**src/verilog/mode_sense_pkg.sv**
```systemverilog
/*
 * Shared constants and types for the bus mode sense and debounce logic.
 * Assumes a 100 MHz core clock; comparator outputs arrive asynchronously.
 */
package mode_sense_pkg;

    // Sensed or held transmission mode
    typedef enum logic [1:0] {
        MODE_SE  = 2'h0,
        MODE_LVD = 2'h1,
        MODE_HVD = 2'h3,
        MODE_IND = 2'h2
    } bus_mode_t;

    // Power-up sequence, Gray coded along the usual path
    typedef enum logic [1:0] {
        PU_WAIT_OPER   = 2'h0,
        PU_WAIT_STABLE = 2'h1,
        PU_RUN         = 2'h3
    } pu_state_t;

    // Raw comparator levels, one per threshold
    typedef struct packed {
        logic above_se;   // Above the top of the SE band
        logic above_lvd;  // Above the bottom of the LVD band
        logic below_lvd;  // Below the top of the LVD band
        logic above_hvd;  // Above the bottom of the HVD band
    } sense_cmp_t;

    // Driver and termination controls
    typedef struct packed {
        logic drv_en;      // Assertion and negation drivers may leave high-Z
        logic se_sel;      // Single-ended operation
        logic lvd_sel;     // Low-voltage differential operation
        logic gnd_drv_en;  // Ground drivers on
        logic term_se;     // Terminator in SE termination mode
        logic term_lvd;    // Terminator in LVD termination mode
    } bus_ctl_t;

    localparam int unsigned CLK_HZ        = 100_000_000;
    localparam int unsigned PERSIST_MS    = 100;
    localparam int unsigned PERSIST_CYC   = CLK_HZ / 1000 * PERSIST_MS;
    localparam int unsigned TIMER_W       = 24;

endpackage : mode_sense_pkg

```
**src/verilog/mode_classify.sv**
```systemverilog
/*
 * Comparator decoder: turns the synchronised threshold levels into a mode.
 * Assumes inputs are already synchronised to i_core_clk.
 */
`timescale 1ns/1ns
`default_nettype none
module mode_classify
    import mode_sense_pkg::*;
(
    input  wire sense_cmp_t i_cmp,
    output var  bus_mode_t  o_mode
);

    // A low above_se alone names SE; LVD and HVD need their band bits; the bands between are indeterminate
    always_comb begin
        if (!i_cmp.above_se) begin
            o_mode = MODE_SE;
        end else if (i_cmp.above_lvd && i_cmp.below_lvd && !i_cmp.above_hvd) begin
            o_mode = MODE_LVD;
        end else if (i_cmp.above_hvd && !i_cmp.below_lvd) begin
            o_mode = MODE_HVD;
        end else begin
            o_mode = MODE_IND;
        end
    end

endmodule // mode_classify
`default_nettype wire

```
**src/verilog/bus_mode_sense_debounce.sv**
```systemverilog
/*
 * Mode sense debounce: synchronises the sense-line comparators, filters mode
 * changes over a persistence window and drives transceiver, terminator and
 * ground driver controls. Mode changes are slow on purpose, so the pins never
 * follow a sense-line glitch. Assumes a free-running clock and a power-on reset;
 * comparator outputs are asynchronous and may chatter near a band edge.
 */
`timescale 1ns/1ns
`default_nettype none
// Overview of operation
// - Drivers high-Z for 100 ms after power-on
// - Then wait 100 ms of stable mode
// - Mode changes only after 100 ms persistence
// - Classify SE, LVD, HVD; gaps indeterminate
// - Transceiver mode follows the sensed mode
// - HVD sensed puts all drivers high-Z
// - Terminator mode follows sensed mode
// - Terminator sources LVD level while monitoring
// - Grounded sense line means SE
// - Terminator ground driver on during SE
// - Transceiver ground drivers on during SE
module bus_mode_sense_debounce
    import mode_sense_pkg::*;
#(
    parameter int unsigned PERSIST_CYCLES = PERSIST_CYC
) (
    input  wire logic       i_core_clk,
    input  wire logic       i_sys_rst,
    input  wire logic       i_clk_en,
    input  wire sense_cmp_t i_sense_cmp,
    output logic            o_sense_src_en,
    output bus_ctl_t        o_bus_ctl,
    output bus_mode_t       o_mode,
    output logic            o_mode_valid
);

    localparam logic [TIMER_W-1:0] TIMER_LAST = TIMER_W'(PERSIST_CYCLES - 1);

    typedef struct packed {
        sense_cmp_t        sync1;
        sense_cmp_t        sync2;
        pu_state_t         pu;
        bus_mode_t         cur;
        bus_mode_t         cand;
        logic [TIMER_W-1:0] timer;
        bus_ctl_t          ctl;
    } state_t;

    state_t    st_q;
    state_t    st_d;
    bus_mode_t raw_mode;

    // Decoder sees only the second synchroniser stage
    mode_classify u_classify (
        .i_cmp  (st_q.sync2),
        .o_mode (raw_mode)
    );

    // Timer helper: saturates at the last count
    function automatic logic [TIMER_W-1:0] tick(input logic [TIMER_W-1:0] t);
        return (t == TIMER_LAST) ? t : t + TIMER_W'(1);
    endfunction

    // Pin controls for a power-up state and held mode; all off until running
    function automatic bus_ctl_t ctl_of(input pu_state_t p, input bus_mode_t m);
        bus_ctl_t c;
        c = '0;
        if (p == PU_RUN) begin
            c.drv_en     = (m != MODE_HVD);
            c.se_sel     = (m == MODE_SE);
            c.lvd_sel    = (m == MODE_LVD);
            c.gnd_drv_en = (m == MODE_SE);
            c.term_se    = (m == MODE_SE);
            c.term_lvd   = (m == MODE_LVD);
        end
        return c;
    endfunction

    // Next-state logic
    always_comb begin
        st_d       = st_q;
        // Two-stage synchroniser; only the second stage feeds the decoder
        st_d.sync1 = i_sense_cmp;
        st_d.sync2 = st_q.sync1;
        case (st_q.pu)
            // Wait for logic to be operational for the whole window
            PU_WAIT_OPER: begin
                st_d.timer = tick(st_q.timer);
                if (st_q.timer == TIMER_LAST) begin
                    st_d.pu    = PU_WAIT_STABLE;
                    st_d.timer = '0;
                    st_d.cand  = raw_mode;
                end
            end
            // Mode must hold unbroken for another window
            PU_WAIT_STABLE: begin
                if (raw_mode != st_q.cand || raw_mode == MODE_IND) begin
                    st_d.cand  = raw_mode;
                    st_d.timer = '0;
                end else if (st_q.timer == TIMER_LAST) begin
                    st_d.pu  = PU_RUN;
                    st_d.cur = st_q.cand;
                end else begin
                    st_d.timer = tick(st_q.timer);
                end
            end
            // Running: a new mode must persist before it is adopted
            PU_RUN: begin
                if (raw_mode == st_q.cur || raw_mode == MODE_IND) begin
                    st_d.cand  = st_q.cur;
                    st_d.timer = '0;
                end else if (raw_mode != st_q.cand) begin
                    st_d.cand  = raw_mode;
                    st_d.timer = '0;
                end else if (st_q.timer == TIMER_LAST) begin
                    st_d.cur   = st_q.cand;
                    st_d.timer = '0;
                end else begin
                    st_d.timer = tick(st_q.timer);
                end
            end
            default: begin
                st_d.pu    = PU_WAIT_OPER;
                st_d.timer = '0;
            end
        endcase

        // Controls come from the power-up state and held mode only, registered for glitch-free pins
        st_d.ctl = ctl_of(st_d.pu, st_d.cur);
    end

    // State register; enable freezes everything
    always_ff @(posedge i_core_clk) begin
        if (i_sys_rst) begin
            st_q      <= '0;
            st_q.pu   <= PU_WAIT_OPER;
            st_q.cur  <= MODE_IND;
            st_q.cand <= MODE_IND;
        end else if (i_clk_en) begin
            st_q <= st_d;
        end
    end

    // The LVD source stays on so the line is sensed while driven
    assign o_sense_src_en = 1'b1;
    assign o_bus_ctl      = st_q.ctl;
    assign o_mode         = st_q.cur;
    // Run decode cannot glitch: the last step into run flips one bit
    assign o_mode_valid   = (st_q.pu == PU_RUN);

    // Checks beside the logic; they sample registered state and its decode
    a_hiz_until_run: assert property (@(posedge i_core_clk) disable iff (i_sys_rst)
        (st_q.pu != PU_RUN) |-> !o_bus_ctl.drv_en)
        else $error("drivers enabled before power-up done");
    a_stable_entry: assert property (@(posedge i_core_clk) disable iff (i_sys_rst)
        (i_clk_en && st_q.pu == PU_WAIT_STABLE && raw_mode != st_q.cand)
        |=> st_q.pu == PU_WAIT_STABLE)
        else $error("run entered on unstable mode");
    a_mode_hold: assert property (@(posedge i_core_clk) disable iff (i_sys_rst)
        (st_q.pu == PU_RUN && st_q.cur != $past(st_q.cur)) |->
        $past(st_q.timer) == TIMER_LAST)
        else $error("mode changed without persistence");
    a_ind_restart: assert property (@(posedge i_core_clk) disable iff (i_sys_rst)
        (i_clk_en && st_q.pu == PU_RUN && raw_mode == MODE_IND)
        |=> st_q.timer == '0 && $stable(st_q.cur))
        else $error("indeterminate did not restart timer");
    a_hvd_hiz: assert property (@(posedge i_core_clk) disable iff (i_sys_rst)
        (st_q.cur == MODE_HVD) |-> !o_bus_ctl.drv_en && !o_bus_ctl.gnd_drv_en)
        else $error("driver on in HVD");
    a_se_ground: assert property (@(posedge i_core_clk) disable iff (i_sys_rst)
        (o_mode_valid && st_q.cur == MODE_SE) |->
        o_bus_ctl.gnd_drv_en && o_bus_ctl.term_se && o_bus_ctl.se_sel)
        else $error("ground driver off in SE");
    a_lvd_select: assert property (@(posedge i_core_clk) disable iff (i_sys_rst)
        (o_mode_valid && st_q.cur == MODE_LVD) |->
        o_bus_ctl.lvd_sel && o_bus_ctl.term_lvd && !o_bus_ctl.gnd_drv_en)
        else $error("LVD select wrong");
    // Grounded line while another mode is held must become the pending mode
    a_gnd_sense_se: assert property (@(posedge i_core_clk) disable iff (i_sys_rst)
        (i_clk_en && st_q.pu == PU_RUN && !st_q.sync2.above_se && st_q.cur != MODE_SE)
        |=> st_q.cand == MODE_SE)
        else $error("grounded line not taken as SE");
    a_hvd_no_select: assert property (@(posedge i_core_clk) disable iff (i_sys_rst)
        (o_mode_valid && st_q.cur == MODE_HVD) |-> !o_bus_ctl.se_sel && !o_bus_ctl.lvd_sel)
        else $error("mode select on in HVD");

    // Power-up sequencing: each window must run to its last count
    a_oper_window: assert property (@(posedge i_core_clk) disable iff (i_sys_rst)
        (i_clk_en && st_q.pu == PU_WAIT_OPER && st_q.timer != TIMER_LAST)
        |=> st_q.pu == PU_WAIT_OPER)
        else $error("operational window cut short");
    a_oper_exit: assert property (@(posedge i_core_clk) disable iff (i_sys_rst)
        (i_clk_en && st_q.pu == PU_WAIT_OPER && st_q.timer == TIMER_LAST)
        |=> st_q.pu == PU_WAIT_STABLE && st_q.timer == '0)
        else $error("stable window not started");
    a_ind_stable_wait: assert property (@(posedge i_core_clk) disable iff (i_sys_rst)
        (i_clk_en && st_q.pu == PU_WAIT_STABLE && raw_mode == MODE_IND)
        |=> st_q.pu == PU_WAIT_STABLE && st_q.timer == '0)
        else $error("indeterminate let the stable window run");

    // Once running, only a reset brings the drivers back to the power-up wait
    a_run_sticky: assert property (@(posedge i_core_clk) disable iff (i_sys_rst)
        st_q.pu == PU_RUN |=> st_q.pu == PU_RUN)
        else $error("left run state without reset");

    // A fresh candidate restarts the count; only a full count adopts it
    a_new_cand: assert property (@(posedge i_core_clk) disable iff (i_sys_rst)
        (i_clk_en && st_q.pu == PU_RUN && raw_mode != MODE_IND && raw_mode != st_q.cur
            && raw_mode != st_q.cand)
        |=> st_q.timer == '0 && st_q.cand == $past(raw_mode) && $stable(st_q.cur))
        else $error("new mode did not restart persistence");
    a_adopt_full: assert property (@(posedge i_core_clk) disable iff (i_sys_rst)
        (i_clk_en && st_q.pu == PU_RUN && raw_mode == st_q.cand && raw_mode != st_q.cur
            && raw_mode != MODE_IND && st_q.timer == TIMER_LAST)
        |=> st_q.cur == $past(st_q.cand))
        else $error("persisted mode not adopted");

    // Clock enable low must freeze every register, timers and synchronisers too
    a_en_freeze: assert property (@(posedge i_core_clk) disable iff (i_sys_rst)
        !i_clk_en |=> $stable(st_q))
        else $error("state moved while clock enable low");

endmodule // bus_mode_sense_debounce
`default_nettype wire

```
**config.mk**
```make
export PLATFORM = sky130hd
export DESIGN_NAME = bus_mode_sense_debounce
export DESIGN_NICKNAME = d
export VERILOG_FILES = /design/src/verilog/mode_sense_pkg.sv /design/src/verilog/mode_classify.sv /design/src/verilog/bus_mode_sense_debounce.sv
export SDC_FILE = /design/constraint.sdc
export NUM_CORES = 1
export LEC_CHECK = 0
export ABC_AREA = 1
export BUFFER_PORTS_ARGS = -buffer_cell sky130_fd_sc_hd__buf_4
export CAP_MARGIN = 20
export CORE_MARGIN = 2
export CORE_UTILIZATION = 60
export CTS_CLUSTER_DIAMETER = 80
export DETAILED_ROUTE_END_ITERATION = 16
export HOLD_SLACK_MARGIN = 0.02
export PLACE_DENSITY_LB_ADDON = 0.08
export SLEW_MARGIN = 10
export SYNTH_ARGS = -nofsm -noshare
export SYNTH_HDL_FRONTEND = slang
export SYNTH_HIERARCHICAL = 1
export SYNTH_SLANG_ARGS = --single-unit
```
**constraint.sdc**
```tcl
create_clock -name i_core_clk -period 2.25 [get_ports i_core_clk]
set_input_delay 0.1125 -clock i_core_clk [delete_from_list [all_inputs] [get_ports i_core_clk]]
set_output_delay 0.1125 -clock i_core_clk [all_outputs]
set_load 0.05 [all_outputs]
```
After elaboration in Yosys (flattened, before gate mapping). Cells that the tools add are included.

Flip-flop bits (word level): 44. Word-level logic and storage cells: 66.

Add/sub/neg operators: 1. Equal/unequal tests: 13. Muxes and demuxes: 22. Reductions and logical operators: 12.

Operators by type and width (count): 24-bit 2-to-1 mux (4); 24-bit case mux with 3 select lines (1); 26-bit 2-to-1 mux (2); 24-bit by 1-bit adder with 24-bit output (second input constant) (1); 24-bit == test (second input constant) (1); 2-bit 2-to-1 mux (8); 2-bit case mux with 3 select lines (2); 4-bit 2-to-1 mux (2); 2-bit == test (second input constant) (3); 6-bit 2-to-1 mux (1); 2-bit != test (second input constant) (3); 5-bit AND reduction (1); 2-bit by 1-bit == test with 1-bit output (second input constant) (2); 2-bit logical NOT (2); 2-bit case mux with 2 select lines (1); 1-bit logical AND (3); 3-bit by 1-bit != test with 1-bit output (second input constant) (1); 3-bit != test (second input constant) (1); 3-bit nonzero test (1); 2-bit == test (1); 1-bit logical NOT (2); 1-bit logical OR (2); 2-bit != test (1); 2-bit AND reduction (1); 1-bit 2-to-1 mux (1).

Logic depth before layout (Yosys ltp).
Word-level depth: 11. Depth in mapped cells: 18. Depth with buffers taken out: 18.

Cells and area by module. Netlist, hierarchy kept.

By module, submodules not included: bus_mode_sense_debounce (times used 1, cells an instance 371, area an instance 2394.8 µm²); mode_classify (times used 1, cells an instance 8, area an instance 35.0 µm²).

Worst setup path after synthesis. Ideal clock, no wire load.

Path type: register -> register. Start point: reg st_q[37] (netlist bit). End point: reg st_q[29] (netlist bit). Setup time: 120 ps. Data arrival time: 1694 ps. Required time: 2130 ps. Setup slack: 436 ps. Cell stages (with the launch flop): 18. Clock period less this slack: 1814 ps. Cells stage by stage: dfxtp_1 nand2_1 nand2_1 nand2_1 nor2_2 inv_2 nand2_1 nand4_1 nor2_2 nand2_2 inv_2 nand2_4 nand2_8 inv_2 buf_6 a21o_1 nand3_1 nor2_1.

Cells in the longest elaborated chain, start to end: 9.

Ends and longest elaborated chain: start: declaration (RTL line bus_mode_sense_debounce.sv:49) `state_t st_q;`; start signal: assignment (RTL line bus_mode_sense_debounce.sv:140) `st_q <= st_d;`; 1-bit logical NOT (RTL line mode_classify.sv:20) `end else if (i_cmp.above_hvd && !i_cmp.below_lvd) begin`; 1-bit logical AND (RTL line mode_classify.sv:20); 1-bit 2-to-1 mux (RTL line mode_classify.sv:20); 2-bit 2-to-1 mux (*) (RTL line mode_classify.sv:18) `end else if (i_cmp.above_lvd && i_cmp.below_lvd && !i_cmp.above_hvd) begin`; 2-bit 2-to-1 mux (*) (RTL line mode_classify.sv:16) `if (!i_cmp.above_se) begin`; net raw_mode[0] (RTL line bus_mode_sense_debounce.sv:51) `bus_mode_t raw_mode;`; 2-bit != test (tied with other cells) (RTL line bus_mode_sense_debounce.sv:97, bus_mode_sense_debounce.sv:112); 24-bit 2-to-1 mux (tied with other cells) (RTL line bus_mode_sense_debounce.sv:112) `end else if (raw_mode != st_q.cand) begin`; 26-bit 2-to-1 mux (tied with other cells) (RTL line bus_mode_sense_debounce.sv:109) `if (raw_mode == st_q.cur || raw_mode == MODE_IND) begin`; 24-bit case mux with 3 select lines or 2-bit AND reduction (tied branches).

The timed path passes the listed nets; every way through them passes the cells marked *. A chain may end at the register's enable or synchronous reset.

Final worst setup path.
Start point: reg st_q[6] (netlist bit). End point: reg st_q[27] (netlist bit).

Cells in the longest elaborated chain, start to end: 5.

Ends and longest elaborated chain: 24-bit by 1-bit adder with 24-bit output or 24-bit == test (tied branches) (RTL line bus_mode_sense_debounce.sv:61, bus_mode_sense_debounce.sv:89, bus_mode_sense_debounce.sv:100); 24-bit 2-to-1 mux (RTL line bus_mode_sense_debounce.sv:115) `end else if (st_q.timer == TIMER_LAST) begin`; 24-bit 2-to-1 mux (RTL line bus_mode_sense_debounce.sv:112); 26-bit 2-to-1 mux (RTL line bus_mode_sense_debounce.sv:109); 24-bit case mux with 3 select lines (RTL line bus_mode_sense_debounce.sv:85) `case (st_q.pu)`.

Several ways; a longest one is shown, not always the timed one. The select of a mux whose other input is x is not followed.

==> impl_metrics.env <==
export IMPL_outcome="finished, final reports clean"
export IMPL_synthAdderAreaFrac_pct=0.5149
export IMPL_nets=393
export IMPL_final_common_cell="nand2_1"
export IMPL_placed_area_um2=2489
export IMPL_power_density_nw_per_um2=512.6
export IMPL_viasPerCell=5.108
export IMPL_fmax_ghz=0.4850
export IMPL_drive_above_1_share_pct=15.32
export IMPL_peakVddDrop_v=0.0003472
export IMPL_drtIter0Drc=141
export IMPL_yosysUniqueCellTypes=36
export IMPL_clk_latency_ps=290
export IMPL_critPathLaunchType="flip-flop"
export IMPL_skew_ps=2.955
export IMPL_setup_viol=0
export IMPL_synthesis_area_um2=2430
export IMPL_post_synth_xor_area_fraction_pct=1.802
export IMPL_hp_class="primary input to flip-flop"
export IMPL_arrival_ps=2290
export IMPL_crit_path_frequent_cell="nor2_4"
export IMPL_crit_path_end_kind="flip-flop"
export IMPL_n_antenna_cell=0
export IMPL_cap_violations=0
export IMPL_grt_overflow=0
export IMPL_row_count=23
export IMPL_hold_violations=0
export IMPL_holdWs_ps=43.07
export IMPL_ys_seq_area_share_pct=33.78
export IMPL_syn_inst=379
export IMPL_slew_viol_final=0
export IMPL_synthToLayoutAreaGrowth_pct=7.158
export IMPL_finalCriticalPeriod_ps=2062
export IMPL_wirelength_mm=4.972
export IMPL_crit_chain="ha_1, nand3_1, nor2_1, nand2_1, nor2_4, nand2_4, nand2_8, nor2_4, nor2_4, o21ai_0, nor2_1"
export IMPL_die_h_um=67.64
export IMPL_antenna_found_initial=0
export IMPL_cp_required_ps=2480
export IMPL_dieArea_um2=4574
export IMPL_grt_pass1_wl_mm=8.556
export IMPL_die_w_um=67.64
export IMPL_synth_compound_area_share_pct=8.908
export IMPL_yosys_warnings=6
export IMPL_root_buffer="clkbuf_8"
export IMPL_worstSetupPathType="flip-flop to flip-flop"
export IMPL_ys_ff_latch=41
export IMPL_final_area_um2=2604
export IMPL_post_route_drc_count=0
export IMPL_gr_usage_all_layers_pct=24.66
export IMPL_grt_max_degree=20
export IMPL_cts_tree="done"
export IMPL_fillers=354
export IMPL_drtAntennaViolNets=0
export IMPL_crit_slowest_cell="dfxtp_1"
export IMPL_path_clk_slew_ps=70
export IMPL_io_pins=17
export IMPL_hpwlAfterDp_mm=3.740
export IMPL_coreArea_um2=3943
export IMPL_wl_per_cell_um=11.43
export IMPL_htree_num_levels=2
export IMPL_avgSynthCellArea_um2=6.411
export IMPL_gp_congestion=0.9279
export IMPL_synthMuxAreaShare_pct=0
export IMPL_clockBufferDepth=2
export IMPL_cts_resized=0
export IMPL_syn_num_nets=387
export IMPL_max_stage_delay_ps=370
export IMPL_grt_pass1_vias=2023
export IMPL_holdBufCountCts=0
export IMPL_vias=2222
export IMPL_clock_sinks=41
export IMPL_dr_pass1_iters=4
export IMPL_start_util_pct=61.63
export IMPL_cts_buffers=5
export IMPL_final_cell_mix="86 x nand2_1, 80 x nor2_1, 40 x dfxtp_1"
export IMPL_synth_top_family_by_area="simple AND/OR/NAND/NOR gates"
export IMPL_post_cts_setup_buffers=0
export IMPL_worst_path_max_fanout=16
export IMPL_leakage_nw=1.148
export IMPL_yosys_area_share_simple_pct=42.17
export IMPL_finalCritPeriodShare_pct=91.64
export IMPL_portBuffers=15
[per-layer routing]
layer  GRT usage, %  vias to the layer above  part of all wire [%]
li1               -                     1190                     -
met1          30.56                      984                    47
met2          42.16                       38                    48
met3          4.167                       10                   3.1
met4          9.949                        0                   2.1
met5              0                        -                     0
[sequential cells by signal, summed over array words and instances (netlist names)]
signal	count
o_bus_ctl	3
o_mode	2
st_q	32
st_d	4
[power by group]
part / leakage (nW) / switching [mW] / internal, mW
sequential: 0.333 / 0.0112 / 0.740
clock: 0.0443 / 0.233 / 0.243
combinational: 0.771 / 0.0723 / 0.0349
total: 1.15 / 0.316 / 1.02
[critical path, delay by kind of cell (launching register included)]
kind            cells  cell delay, ps
fa+ha+maj           1             190
compound gates      1             130
flops               1             370
simple gates        9            1310
[area by class of cell]
cell class | count | area, um^2 | area share, %
Clock buffer | 7 | 86.33 | 3.316
Timing Repair Buffer | 16 | 120.1 | 4.613
Inverter | 49 | 186.4 | 7.160
Tap cell | 50 | 62.56 | 2.403
Multi-Input combinational cell | 272 | 1326 | 50.94
Sequential cell | 41 | 822.0 | 31.57
[cells by family after synthesis]
| family | Yosys count |
|---|---|
| and+or+nand+nor | 225 |
| buffers and inverters | 66 |
| DFF | 41 |
| AOI/OAI and AO/OA | 40 |
| xor gates and xnor gates | 5 |
| adders and majority gates | 1 |
| other | 1 |
[through the flow]
step	setup WS (ps)	setup TNS (ps)	power [mW]	cells	utilization (%)
floorplan	436.0	0	0.8523	379	-
global placement	159.0	0	0.8707	428	63.12
detailed placement	98.55	0	0.8717	428	63.12
CTS	73.25	0	1.347	435	65.31
global route	-15.32	-30.42	1.387	435	66.04
finish	188.0	0	1.335	435	66.04
[Yosys cell counts]
master | count | area (um^2)
a21o_1 | 1 | 7.510
a21oi_1 | 11 | 55.05
a31o_2 | 1 | 8.760
a31oi_1 | 2 | 12.51
a32oi_1 | 1 | 8.760
and3_1 | 2 | 12.51
buf_4 | 10 | 75.07
buf_6 | 3 | 33.78
clkbuf_1 | 4 | 15.01
clkinv_1 | 2 | 7.510
conb_1 | 1 | 3.750
dfxtp_1 | 41 | 820.8
ha_1 | 1 | 12.51
inv_1 | 38 | 142.6
inv_2 | 9 | 33.78
nand2_1 | 86 | 322.8
nand2_2 | 4 | 25.02
nand2_4 | 1 | 11.26
nand2_8 | 1 | 20.02
nand3_1 | 20 | 100.1
nand3_2 | 3 | 30.03
nand3_4 | 1 | 17.52
nand4_1 | 4 | 25.02
nand4_2 | 1 | 12.51
nor2_1 | 81 | 304.0
nor2_2 | 6 | 37.54
nor2_4 | 3 | 33.78
nor3_1 | 8 | 40.04
nor3_2 | 2 | 20.02
nor4_1 | 1 | 6.260
o21ai_0 | 22 | 110.1
o21ai_1 | 1 | 5.000
o311ai_0 | 1 | 8.760
or2_1 | 1 | 6.260
xnor2_1 | 2 | 17.52
xor2_1 | 3 | 26.28
[path summary, 6_finish.rpt]
check                                    start       end  slack [ps]  cells after the start
worst max-delay path                   st_q[6]  st_q[27]         190                     11
worst min-delay path            i_sense_cmp[2]  st_d[38]          40                      3
worst min register to register        st_d[36]  st_q[36]         490                      2
worst max register to register         st_q[6]  st_q[27]         190                     11
Note: power is estimated with default switching activity, not from simulation.
